$ cat config.mk
export PLATFORM = sky130hd
export DESIGN_NAME = tdmfc_router
export DESIGN_NICKNAME = d
export VERILOG_FILES = /design/src/core/tdmfc_router.v
export VERILOG_INCLUDE_DIRS = /design/src /design/src/include
export SDC_FILE = /design/constraint.sdc
export NUM_CORES = 2
export LEC_CHECK = 0
export BUFFER_PORTS_ARGS = -buffer_cell sky130_fd_sc_hd__clkbuf_2
export CAP_MARGIN = 0
export CORE_UTILIZATION = 30
export CTS_CLUSTER_SIZE = 28
export DETAILED_ROUTE_END_ITERATION = 8
export HOLD_SLACK_MARGIN = 0.06
export PLACE_DENSITY = 0.55
export SYNTH_ARGS = -nofsm -noshare
export SYNTH_HDL_FRONTEND = slang
export SYNTH_SLANG_ARGS = --single-unit
$ cat constraint.sdc
create_clock -name i_mclk -period 31.8 [get_ports i_mclk]
set_input_delay 1.59 -clock i_mclk [delete_from_list [all_inputs] [get_ports i_mclk]]
set_output_delay 1.59 -clock i_mclk [all_outputs]
set_load 0.005 [all_outputs]
$ cat src/include/tdmfc_map.vh
// Notes on behaviour
// Each switching buffer rotates its three banks one step at every frame boundary.
// A transmit FIFO byte placed in a buffer goes out during the next frame.
// A captured receive byte reaches its receive FIFO in the following frame.
// Direct PCM and S/T routes delay two frames: capture, copy, then send.
// With conference enabled, every routed transmit byte waits one extra frame.
// Each frame services FIFOs ascending, transmit before receive, at most 64 entries.
// Highest serviced FIFO follows the size setting: 31, 15, 7 or 3.
// Several writes to one buffer entry in a frame: the last one wins.
// Routing field is kept per FIFO but acts on the FIFO's assigned channel.
// Four switching buffers (S/T and PCM, each direction) and three source switches.
// Software picks FIFO direction, 0 transmit 1 receive, before writing its routing.
// Transmit: FIFO byte goes to S/T transmit only when routing bit 1 is zero.
// Transmit: routing bit 2 picks PCM source, 0 FIFO byte, 1 S/T receive.
// The S/T receive source for PCM uses the same channel number.
// Transmit: routing bit 0 has no effect.
// Receive: routing bit 0 picks FIFO source, 0 S/T receive, 1 PCM receive.
// Receive: routing bit 1 also forwards PCM receive byte to S/T transmit.
// Receive: routing bit 2 has no effect.
// Software should use 000 for FIFO-S/T, 001 for FIFO-PCM, 110 for S/T-PCM.
// Software should use 100 for FIFO-to-S/T when tone detection is needed.
// Channel number equals S/T interface index times four plus channel code.
// Each S/T channel and PCM slot carries one byte per frame.
// A one-cycle frame strobe marks boundaries; all entries finish between strobes.
`ifndef TDMFC_MAP_VH
`define TDMFC_MAP_VH

`define TDMFC_CLK_NS        25
`define TDMFC_FRAME_NS      125000

`define TDMFC_ADDR_CTRL     8'h00
`define TDMFC_ADDR_FIFO_SEL 8'h04
`define TDMFC_ADDR_CON_CFG  8'h08
`define TDMFC_ADDR_CHAN     8'h0C
`define TDMFC_ADDR_STATUS   8'h10

`define TDMFC_CTRL_SZ_LO    0
`define TDMFC_CTRL_SZ_HI    1
`define TDMFC_CTRL_CONF     2
`define TDMFC_SEL_DIR       5
`define TDMFC_STAT_OVR      1

`define TDMFC_FLD_TX_NO_ST  1
`define TDMFC_FLD_TX_ST_PCM 2
`define TDMFC_FLD_RX_PCM    0
`define TDMFC_FLD_RX_FWD    1

`define TDMFC_LAST_32       5'h1F
`define TDMFC_LAST_16       5'h0F
`define TDMFC_LAST_8        5'h07
`define TDMFC_LAST_4        5'h03

`define TDMFC_CTRL_RST      3'h0
`define TDMFC_CFG_RST       3'h0
`define TDMFC_NUM_FIFO      32
`define TDMFC_BUF_DEPTH     96

`endif

$ cat src/core/tdmfc_router.v
`timescale 1ns/1ps
`include "tdmfc_map.vh"
module tdmfc_router #(
  parameter FRAME_CYC = `TDMFC_FRAME_NS / `TDMFC_CLK_NS
) (
  input  wire        i_mclk,
  input  wire        i_arst_n,
  input  wire [7:0]  i_avs_address,
  input  wire        i_avs_read,
  input  wire        i_avs_write,
  input  wire [31:0] i_avs_writedata,
  input  wire [3:0]  i_avs_byteenable,
  output reg  [31:0] o_avs_readdata,
  output reg         o_avs_waitrequest,
  output reg         o_frame,
  output reg         o_fifo_req,
  output reg  [4:0]  o_fifo_num,
  output reg         o_fifo_dir,
  input  wire        i_fifo_rd_vld,
  input  wire [7:0]  i_fifo_rd_data,
  output reg         o_fifo_wr,
  output reg  [7:0]  o_fifo_wr_data,
  input  wire [2:0]  i_st_tx_if,
  input  wire [1:0]  i_st_tx_code,
  output reg  [7:0]  o_st_tx_data,
  input  wire        i_st_rx_we,
  input  wire [2:0]  i_st_rx_if,
  input  wire [1:0]  i_st_rx_code,
  input  wire [7:0]  i_st_rx_data,
  input  wire [4:0]  i_pcm_tx_ch,
  output reg  [7:0]  o_pcm_tx_data,
  input  wire        i_pcm_rx_we,
  input  wire [4:0]  i_pcm_rx_ch,
  input  wire [7:0]  i_pcm_rx_data
);

  localparam ST_IDLE = 1'b0;
  localparam ST_RUN  = 1'b1;
  localparam [31:0] FRAME_LAST = FRAME_CYC - 1;

  // Four switching buffers, three banks of 32 channels each
  reg [7:0] st_tx  [0:`TDMFC_BUF_DEPTH-1];
  reg [7:0] st_rx  [0:`TDMFC_BUF_DEPTH-1];
  reg [7:0] pcm_tx [0:`TDMFC_BUF_DEPTH-1];
  reg [7:0] pcm_rx [0:`TDMFC_BUF_DEPTH-1];

  reg [2:0]  cfg_tx_q [0:`TDMFC_NUM_FIFO-1];
  reg [2:0]  cfg_rx_q [0:`TDMFC_NUM_FIFO-1];
  reg [4:0]  chan_q   [0:`TDMFC_NUM_FIFO-1];
  reg [2:0]  ctrl_q;
  reg [5:0]  sel_q;
  reg        ovr_q;
  reg [31:0] cnt_q;
  reg [1:0]  fb_q;
  reg        conf_q;
  reg        state_q;
  reg [5:0]  idx_q;
  reg        ph_q;
  reg        act_q;
  reg [4:0]  last_d;
  reg [31:0] rd_d;

  function [1:0] bdec;
    input [1:0] b;
    begin
      bdec = (b == 2'h0) ? 2'h2 : b - 2'h1;
    end
  endfunction

  wire       tick   = (cnt_q == FRAME_LAST);
  // Data cycle of an entry: the FIFO answers one cycle after its request
  wire       act    = act_q;
  wire [4:0] ch     = chan_q[o_fifo_num];
  wire [2:0] fld    = o_fifo_dir ? cfg_rx_q[o_fifo_num] : cfg_tx_q[o_fifo_num];
  wire [1:0] rbank  = bdec(fb_q);
  wire [6:0] wa     = {fb_q, ch};
  wire [6:0] ra     = {rbank, ch};
  wire [1:0] tbank  = conf_q ? bdec(rbank) : rbank;
  wire [4:0] sel_f  = sel_q[4:0];
  wire       req    = i_avs_read | i_avs_write;
  wire       wr_go  = i_avs_write && !o_avs_waitrequest && i_avs_byteenable[0];
  wire       tx_go  = act && !o_fifo_dir;
  wire       rx_go  = act && o_fifo_dir;
  wire       wr_ctrl = wr_go && (i_avs_address == `TDMFC_ADDR_CTRL);
  wire       wr_sel  = wr_go && (i_avs_address == `TDMFC_ADDR_FIFO_SEL);
  wire       wr_cfg  = wr_go && (i_avs_address == `TDMFC_ADDR_CON_CFG);
  wire       wr_chan = wr_go && (i_avs_address == `TDMFC_ADDR_CHAN);
  wire       wr_stat = wr_go && (i_avs_address == `TDMFC_ADDR_STATUS);
  wire [2:0] cfg_sel = sel_q[`TDMFC_SEL_DIR] ? cfg_rx_q[sel_f] : cfg_tx_q[sel_f];

  always @* begin
    case (ctrl_q[`TDMFC_CTRL_SZ_HI:`TDMFC_CTRL_SZ_LO])
      2'h0:    last_d = `TDMFC_LAST_32;
      2'h1:    last_d = `TDMFC_LAST_16;
      2'h2:    last_d = `TDMFC_LAST_8;
      default: last_d = `TDMFC_LAST_4;
    endcase
  end

  // Frame timing and bank rotation
  always @(posedge i_mclk or negedge i_arst_n) begin
    if (!i_arst_n) begin
      cnt_q   <= 32'h0000_0000;
      o_frame <= 1'b0;
      fb_q    <= 2'h0;
      conf_q  <= 1'b0;
    end else begin
      o_frame <= tick;
      if (tick) begin
        cnt_q  <= 32'h0000_0000;
        fb_q   <= (fb_q == 2'h2) ? 2'h0 : fb_q + 2'h1;
        conf_q <= ctrl_q[`TDMFC_CTRL_CONF];
      end else begin
        cnt_q <= cnt_q + 32'h0000_0001;
      end
    end
  end

  // Service sequencer: two cycles per entry, TX then RX per FIFO
  always @(posedge i_mclk or negedge i_arst_n) begin
    if (!i_arst_n) begin
      state_q    <= ST_IDLE;
      idx_q      <= 6'h00;
      ph_q       <= 1'b0;
      o_fifo_req <= 1'b0;
      o_fifo_num <= 5'h00;
      o_fifo_dir <= 1'b0;
      act_q      <= 1'b0;
    end else begin
      o_fifo_req <= 1'b0;
      act_q      <= o_fifo_req;
      if (tick) begin
        state_q <= ST_RUN;
        idx_q   <= 6'h00;
        ph_q    <= 1'b0;
      end else begin
        case (state_q)
          ST_RUN: begin
            if (!ph_q) begin
              o_fifo_req <= 1'b1;
              o_fifo_num <= idx_q[5:1];
              o_fifo_dir <= idx_q[0];
              ph_q       <= 1'b1;
            end else begin
              ph_q  <= 1'b0;
              idx_q <= idx_q + 6'h01;
              if (idx_q == {last_d, 1'b1})
                state_q <= ST_IDLE;
            end
          end
          default: state_q <= ST_IDLE;
        endcase
      end
    end
  end

  // Interface-side captures land in the bank open this frame
  always @(posedge i_mclk) begin
    if (i_st_rx_we)
      st_rx[{fb_q, i_st_rx_if, i_st_rx_code}] <= i_st_rx_data;
  end

  always @(posedge i_mclk) begin
    if (i_pcm_rx_we)
      pcm_rx[{fb_q, i_pcm_rx_ch}] <= i_pcm_rx_data;
  end

  // Transmit entries pick the PCM source; S/T source uses the same channel
  always @(posedge i_mclk) begin
    if (tx_go) begin
      if (fld[`TDMFC_FLD_TX_ST_PCM])
        pcm_tx[wa] <= st_rx[ra];
      else if (i_fifo_rd_vld)
        pcm_tx[wa] <= i_fifo_rd_data;
    end
  end

  // Two writers for S/T transmit; the later entry in service order wins
  always @(posedge i_mclk) begin
    if (tx_go && !fld[`TDMFC_FLD_TX_NO_ST] && i_fifo_rd_vld)
      st_tx[wa] <= i_fifo_rd_data;
    else if (rx_go && fld[`TDMFC_FLD_RX_FWD])
      st_tx[wa] <= pcm_rx[ra];
  end

  // FIFO write-back and interface-side reads
  always @(posedge i_mclk or negedge i_arst_n) begin
    if (!i_arst_n) begin
      o_fifo_wr      <= 1'b0;
      o_fifo_wr_data <= 8'h00;
      o_st_tx_data   <= 8'h00;
      o_pcm_tx_data  <= 8'h00;
    end else begin
      o_fifo_wr <= rx_go;
      if (rx_go)
        o_fifo_wr_data <= fld[`TDMFC_FLD_RX_PCM] ? pcm_rx[ra] : st_rx[ra];
      o_st_tx_data  <= st_tx[{tbank, i_st_tx_if, i_st_tx_code}];
      o_pcm_tx_data <= pcm_tx[{tbank, i_pcm_tx_ch}];
    end
  end

  // Read data selection; unmapped addresses read zero
  always @* begin
    rd_d = 32'h0000_0000;
    case (i_avs_address)
      `TDMFC_ADDR_CTRL:     rd_d[2:0] = ctrl_q;
      `TDMFC_ADDR_FIFO_SEL: rd_d[5:0] = sel_q;
      `TDMFC_ADDR_CON_CFG:  rd_d[2:0] = cfg_sel;
      `TDMFC_ADDR_CHAN:     rd_d[4:0] = chan_q[sel_f];
      `TDMFC_ADDR_STATUS:   rd_d[4:0] = {conf_q, fb_q, ovr_q, state_q};
      default:              rd_d = 32'h0000_0000;
    endcase
  end

  // Register slave: one wait cycle, write commits when waitrequest is low
  always @(posedge i_mclk or negedge i_arst_n) begin
    if (!i_arst_n) begin
      o_avs_waitrequest <= 1'b1;
      o_avs_readdata    <= 32'h0000_0000;
    end else begin
      o_avs_waitrequest <= !(req && o_avs_waitrequest);
      if (i_avs_read && o_avs_waitrequest)
        o_avs_readdata <= rd_d;
    end
  end

  // Control, FIFO select and sticky overrun flag
  always @(posedge i_mclk or negedge i_arst_n) begin
    if (!i_arst_n) begin
      ctrl_q <= `TDMFC_CTRL_RST;
      sel_q  <= 6'h00;
      ovr_q  <= 1'b0;
    end else begin
      if (wr_ctrl)
        ctrl_q <= i_avs_writedata[2:0];
      if (wr_sel)
        sel_q <= i_avs_writedata[5:0];
      // Frame boundary while still servicing: set beats clear
      if (tick && state_q == ST_RUN)
        ovr_q <= 1'b1;
      else if (wr_stat && i_avs_writedata[`TDMFC_STAT_OVR])
        ovr_q <= 1'b0;
    end
  end

  // Per-FIFO routing table: one field per direction and the assigned channel
  genvar g;
  generate
    for (g = 0; g < `TDMFC_NUM_FIFO; g = g + 1) begin : g_route
      localparam [4:0] CH_RST = g;
      always @(posedge i_mclk or negedge i_arst_n) begin
        if (!i_arst_n) begin
          cfg_tx_q[g] <= `TDMFC_CFG_RST;
          cfg_rx_q[g] <= `TDMFC_CFG_RST;
          chan_q[g]   <= CH_RST;
        end else if (sel_f == CH_RST) begin
          if (wr_cfg && !sel_q[`TDMFC_SEL_DIR])
            cfg_tx_q[g] <= i_avs_writedata[2:0];
          if (wr_cfg && sel_q[`TDMFC_SEL_DIR])
            cfg_rx_q[g] <= i_avs_writedata[2:0];
          if (wr_chan)
            chan_q[g] <= i_avs_writedata[4:0];
        end
      end
    end
  endgenerate

endmodule

Yosys cells after proc, flatten, opt, wreduce, memory -nomap -nowiden. Memory sizes are Yosys's and may differ from the RTL's. A register that Yosys moved wholly into a read port is not among the register bits. Index checks and enable logic that the tools add are counted.

Input port bits: 95. Memories kept: 4. Output and inout bits: 66. Bits in registers: 430. Memory bits (writable): 3072.

Muxes and demuxes: 62. Eq/ne operators: 40. Bitwise gates (word level): 7. Reductions and logical operators: 131. Magnitude comparators: 2. Add/subtract/negate cells: 5.

Memories: pcm_rx (depth 96, bits a word 8, rd ports 1, clocked after Yosys merged registers in 0, wr ports 1, line tdmfc_router.v:45) `` reg [7:0] pcm_rx [0:`TDMFC_BUF_DEPTH-1]; ``; pcm_tx (depth 96, bits a word 8, rd ports 1, clocked after Yosys merged registers in 1, wr ports 1, line tdmfc_router.v:44) `` reg [7:0] pcm_tx [0:`TDMFC_BUF_DEPTH-1]; ``; st_rx (depth 96, bits a word 8, rd ports 1, clocked after Yosys merged registers in 0, wr ports 1, line tdmfc_router.v:43) `` reg [7:0] st_rx [0:`TDMFC_BUF_DEPTH-1]; ``; st_tx (depth 96, bits a word 8, rd ports 1, clocked after Yosys merged registers in 1, wr ports 1, line tdmfc_router.v:42) `` reg [7:0] st_tx [0:`TDMFC_BUF_DEPTH-1]; ``.

Operators with widths (number): $reduce_and A2 Y1 (97); $eq A5 B5 Y1 const B (16); $bmux W3 S5 (4); $bmux W5 S5 (2); $eq A5 B4 Y1 const B (8); $add A32 B1 Y32 const B (1); $eq A32 B13 Y1 const B (1); $mux W32 (1); $mux W3 (10); $mux W1 (28); $mux W8 (3); $eq A5 B3 Y1 const B (4); $mux W5 (4); $logic_and A1 B1 Y1 (18); $mux W6 (3); $eq A8 B4 Y1 const B (2); $pmux W3 S5 (1); $pmux W5 S3 (1); $ge A6 B6 Y1 const B (2); $not A5 Y6 (2); $eq A5 B2 Y1 const B (2); $eq A8 B3 Y1 const B (1); $eq A8 B5 Y1 const B (1); $logic_not A8 Y1 (1); other kinds (16) (34).

Depth between registers and ports, before layout.
Word-level depth: 11. Depth in mapped cells: 17. Depth with buffers taken out: 10.

Worst setup path after synthesis. Ideal clock, no wire load.

Path kind: register -> register. From: reg o_fifo_num[1]. To: mem st_tx[0][0], data pin. Cell stages (with the launch flop): 15. Required time: 30.552 ns. Path buffers: 5. Arrival: 8.773 ns. Slack: 21.780 ns. Cells stage by stage: dfrtp_1 -> buf_6 -> buf_6 -> mux4_2 -> mux4_2 -> mux2_2 -> buf_6 -> nor3_4 -> buf_2 -> buf_1 -> a22oi_1 -> a41o_1 -> o2111ai_1 -> o22ai_1 -> o41ai_1.

Word-level cells in the longest chain between the ends: 11. Elaborated cells on any way between the ends: 20.

RTL lines: start: declaration (line tdmfc_router.v:17) `output reg [4:0] o_fifo_num,`; start signal: assignment (line tdmfc_router.v:141) `o_fifo_num <= idx_q[5:1];`; $not A5 Y6 (not written as such) * (line tdmfc_router.v:73, tdmfc_router.v:74); parallel branches: the longest is 9 deep, another holds $mem_v2 Z96 W8; $mux W8 (no line) *; end: declaration (line tdmfc_router.v:42).

Every way passes the cells marked *. The select of a mux whose other input is x is not followed.

Worst setup path in the final report.
From: reg o_fifo_num[1]. To: mem st_tx[85][4], data pin.

Same word-level chain as after synthesis.

==> metrics.txt <==
drt total wl 403000 um; max incr delay on CP 1080 ps; via count 75784; RSZ-0062 raised after global routing no; Max Cap Viol 0; DRC 0; M3 GR Usage 3.63%; Setup Fix Bufs, Post-CTS 0; initial antenna violation count 40; CTS buffer count 354; post-CTS resize count 0; Async SR Flop Fraction 12.7%; I/O pins 161; aggregate negative setup slack 0 ps; Finished Layout Cells 14298; worst setup path class reg2reg; grt total ovfl 0; total power 9.53 mW; P_int 7.50 mW; WP data arrival 9330 ps; ranking of synthesized cells by area edfxtp_1 (65%), mux4_2 (11%), dfrtp_1 (6.5%); Detail Route Antenna Nets 0; fmax 0.113 GHz; Final Cycle Share 27.8%; final worst setup slack 22970 ps; number of placed instances, taps included 13633; switching pwr 2.03 mW; clk buf depth 4; crit path time final 8830 ps; CTS Hold Bufs 0; Rel. slew slack 11.3%; DP Wirelength 237000 um; CTS Root Cell clkbuf_16; Seq cells post-synth 3518; met1 usage 22.8%; combinational share of power 3.3%; Main synth FF type edfxtp_1; CP max stage cell a311oi_1; GPL Wtd Cong 0.808; Flop pwr share 52.9%; cell taking the most area after synthesis edfxtp_1; setup violators final 0; Critical Path Sink Type flip-flop; synth warn 0; distinct cell type count after synthesis 81; clk_lat worst skew 980 ps; Die Wd 689 um; Post-synth EDFFs 3072; CP Cell Sequence buf_4, buf_4, mux4_2, mux4_2, mux2i_4, buf_4, buf_4, nor2_4, buf_4, buf_4, a221oi_1, o221ai_1, a311oi_1, nor3_1, mux2_4; row count 251; CTS tree yes; pwr dens 59.3 nW/um2; peak supply drop 0.0000427 V; Critical path buffers and inverters 6; Detailed Route Iter0 Violations 8523; Fill cells 43908; core region area 469000 um2; crit-path leading delay family buffers and inverters; Mapped Cells 7689; first drt pass iteration count 8; Seq/Total Area, Yosys 73.1%; first-pass GRT wire length 576000 um; Hold Slack 464 ps; syn_area_per_cell 18.4 um2; fraction of layout cells with a size suffix above 1 25.9%; synth-to-layout area growth 13.6%; Final Hold Fails 0; met2 Track Usage GR 26.6%; H-tree Lvls 5; number of vias per cell 5.30; Worst Hold Class reg2reg; clock slew at reported path FFs 60 ps; Crit path top cell by count buf_4; Most Crowded Layer GR met2; Worst Max-Slew Pin Slew 1320 ps; Clock Skews 70.2 ps; pre-CTS WS 23110 ps; die height 689 um; share of the synthesized area in the top cell type 65.2%; Die Area 475000 um2; Sw Share 21.3%; Final nets 7894; Starting Density 30.2%; drt wl/cell 28.2 um; # port buffers 105; largest net degree at the start of global routing 154; Worst Path Max Fanout 96; clock network fraction of total power 43.9%; status finished, final reports clean; CTS Sinks 3518; CP Data Required Time 32300 ps; vias in the first global route 76675; Slew Viols, Final 0; GRT Resource Usage Total 16.6%; P_leak 51.2 nW; crit path launch type flip-flop; Synth Cell Area 142000 um2
-- cells by family after synthesis --
group                      Yosys count  synth area share (%)
DFF                               3518                  73.1
AOI/OAI and AO/OA                  903                  4.75
and+or+nand+nor                   1327                  4.07
muxes                             1338                  16.0
buffers and inverters              557                  1.72
xor gates and xnor gates            37                 0.229
adders and majority gates            8                0.0707
other                                1               0.00265
-- per-layer routing --
metal  routed length, um  vias to the layer above
met1              167000                    40515
met4               11700                       30
met2              190000                     3216
li1                    -                    31381
met5                 192                        -
met3               34200                      642
-- cells in the mapped netlist (all sizes together) (17+ instances only) --
cell,instances
xnor2,28
mux2,484
clkbuf,279
a22o,37
and3,17
a221o,27
nor2b,20
nand3,158
nor3,40
mux4,692
buf,260
mux2i,162
a221oi,98
dfstp,81
a21oi,108
o21ai,91
nor2,506
nand4,56
edfxtp,3072
nand2,463
o22ai,20
a222oi,25
a22oi,269
dfrtp,365
a31oi,39
o2bb2ai,34
nor4,20
a41oi,21
-- final timing paths --
kind,start,to,slack [ps],cells past startpoint
worst max-delay path,o_fifo_num[1],st_tx[85][4],22970,15
worst min-delay path,cnt_q[0],cnt_q[0],460,1
worst max register to register,o_fifo_num[1],st_tx[85][4],22970,15
worst min register to register,cnt_q[0],cnt_q[0],460,1
max in group asynchronous,i_arst_n,cfg_rx_q[74],28750,3
min in group asynchronous,i_arst_n,chan_q[96],720,1
-- registers in the layout, indices dropped and copies added (netlist names), 8 cells and up --
signal and flops:
pcm_rx 768, pcm_tx 768, cfg_tx_q 96, st_rx 768
cnt_q 32, st_tx 768, chan_q 160, cfg_rx_q 96
o_st_tx_data 8, o_fifo_wr_data 8, o_pcm_tx_data 8
-- per-stage QoR --
step / util [%] / cell area [um2]
final: 34.3 / 161000
after global placement: 31.8 / 149000
after floorplan: - / 142000
after CTS: 34.3 / 161000
after detailed placement: 31.8 / 149000
after global routing: 34.3 / 161000
-- placed cells by master, fill, tap and decap left out, types with 165 or more instances in the layout --
cell type	n
a22oi_1	269
buf_4	165
clkbuf_16	359
dfrtp_1	359
edfxtp_1	3072
mux2_2	466
mux4_2	692
nand2_1	463
nor2_1	490
-- area by class of cell --
type	count	area, um2	area share (%)
Sequential cell	3518	104000	64.4
Multi-Input combinational cell	3639	36000	22.4
Clock buffer	447	9440	5.87
Tap cell	6198	7750	4.82
Clock inverter	206	2070	1.29
Timing Repair Buffer	260	1870	1.16
Inverter	18	67.6	0.0420
Antenna cell	12	30.0	0.0187
-- power groups by stage --
stage	Clock, mW	Sequential (mW)	Combinational (mW)
floorplan	0	5.13	0.165
global placement	0	5.13	0.310
detailed placement	0	5.13	0.318
CTS	4.25	5.04	0.318
global route	4.42	5.04	0.333
finish	4.18	5.04	0.313
Note: power is estimated with default switching activity, not from simulation.
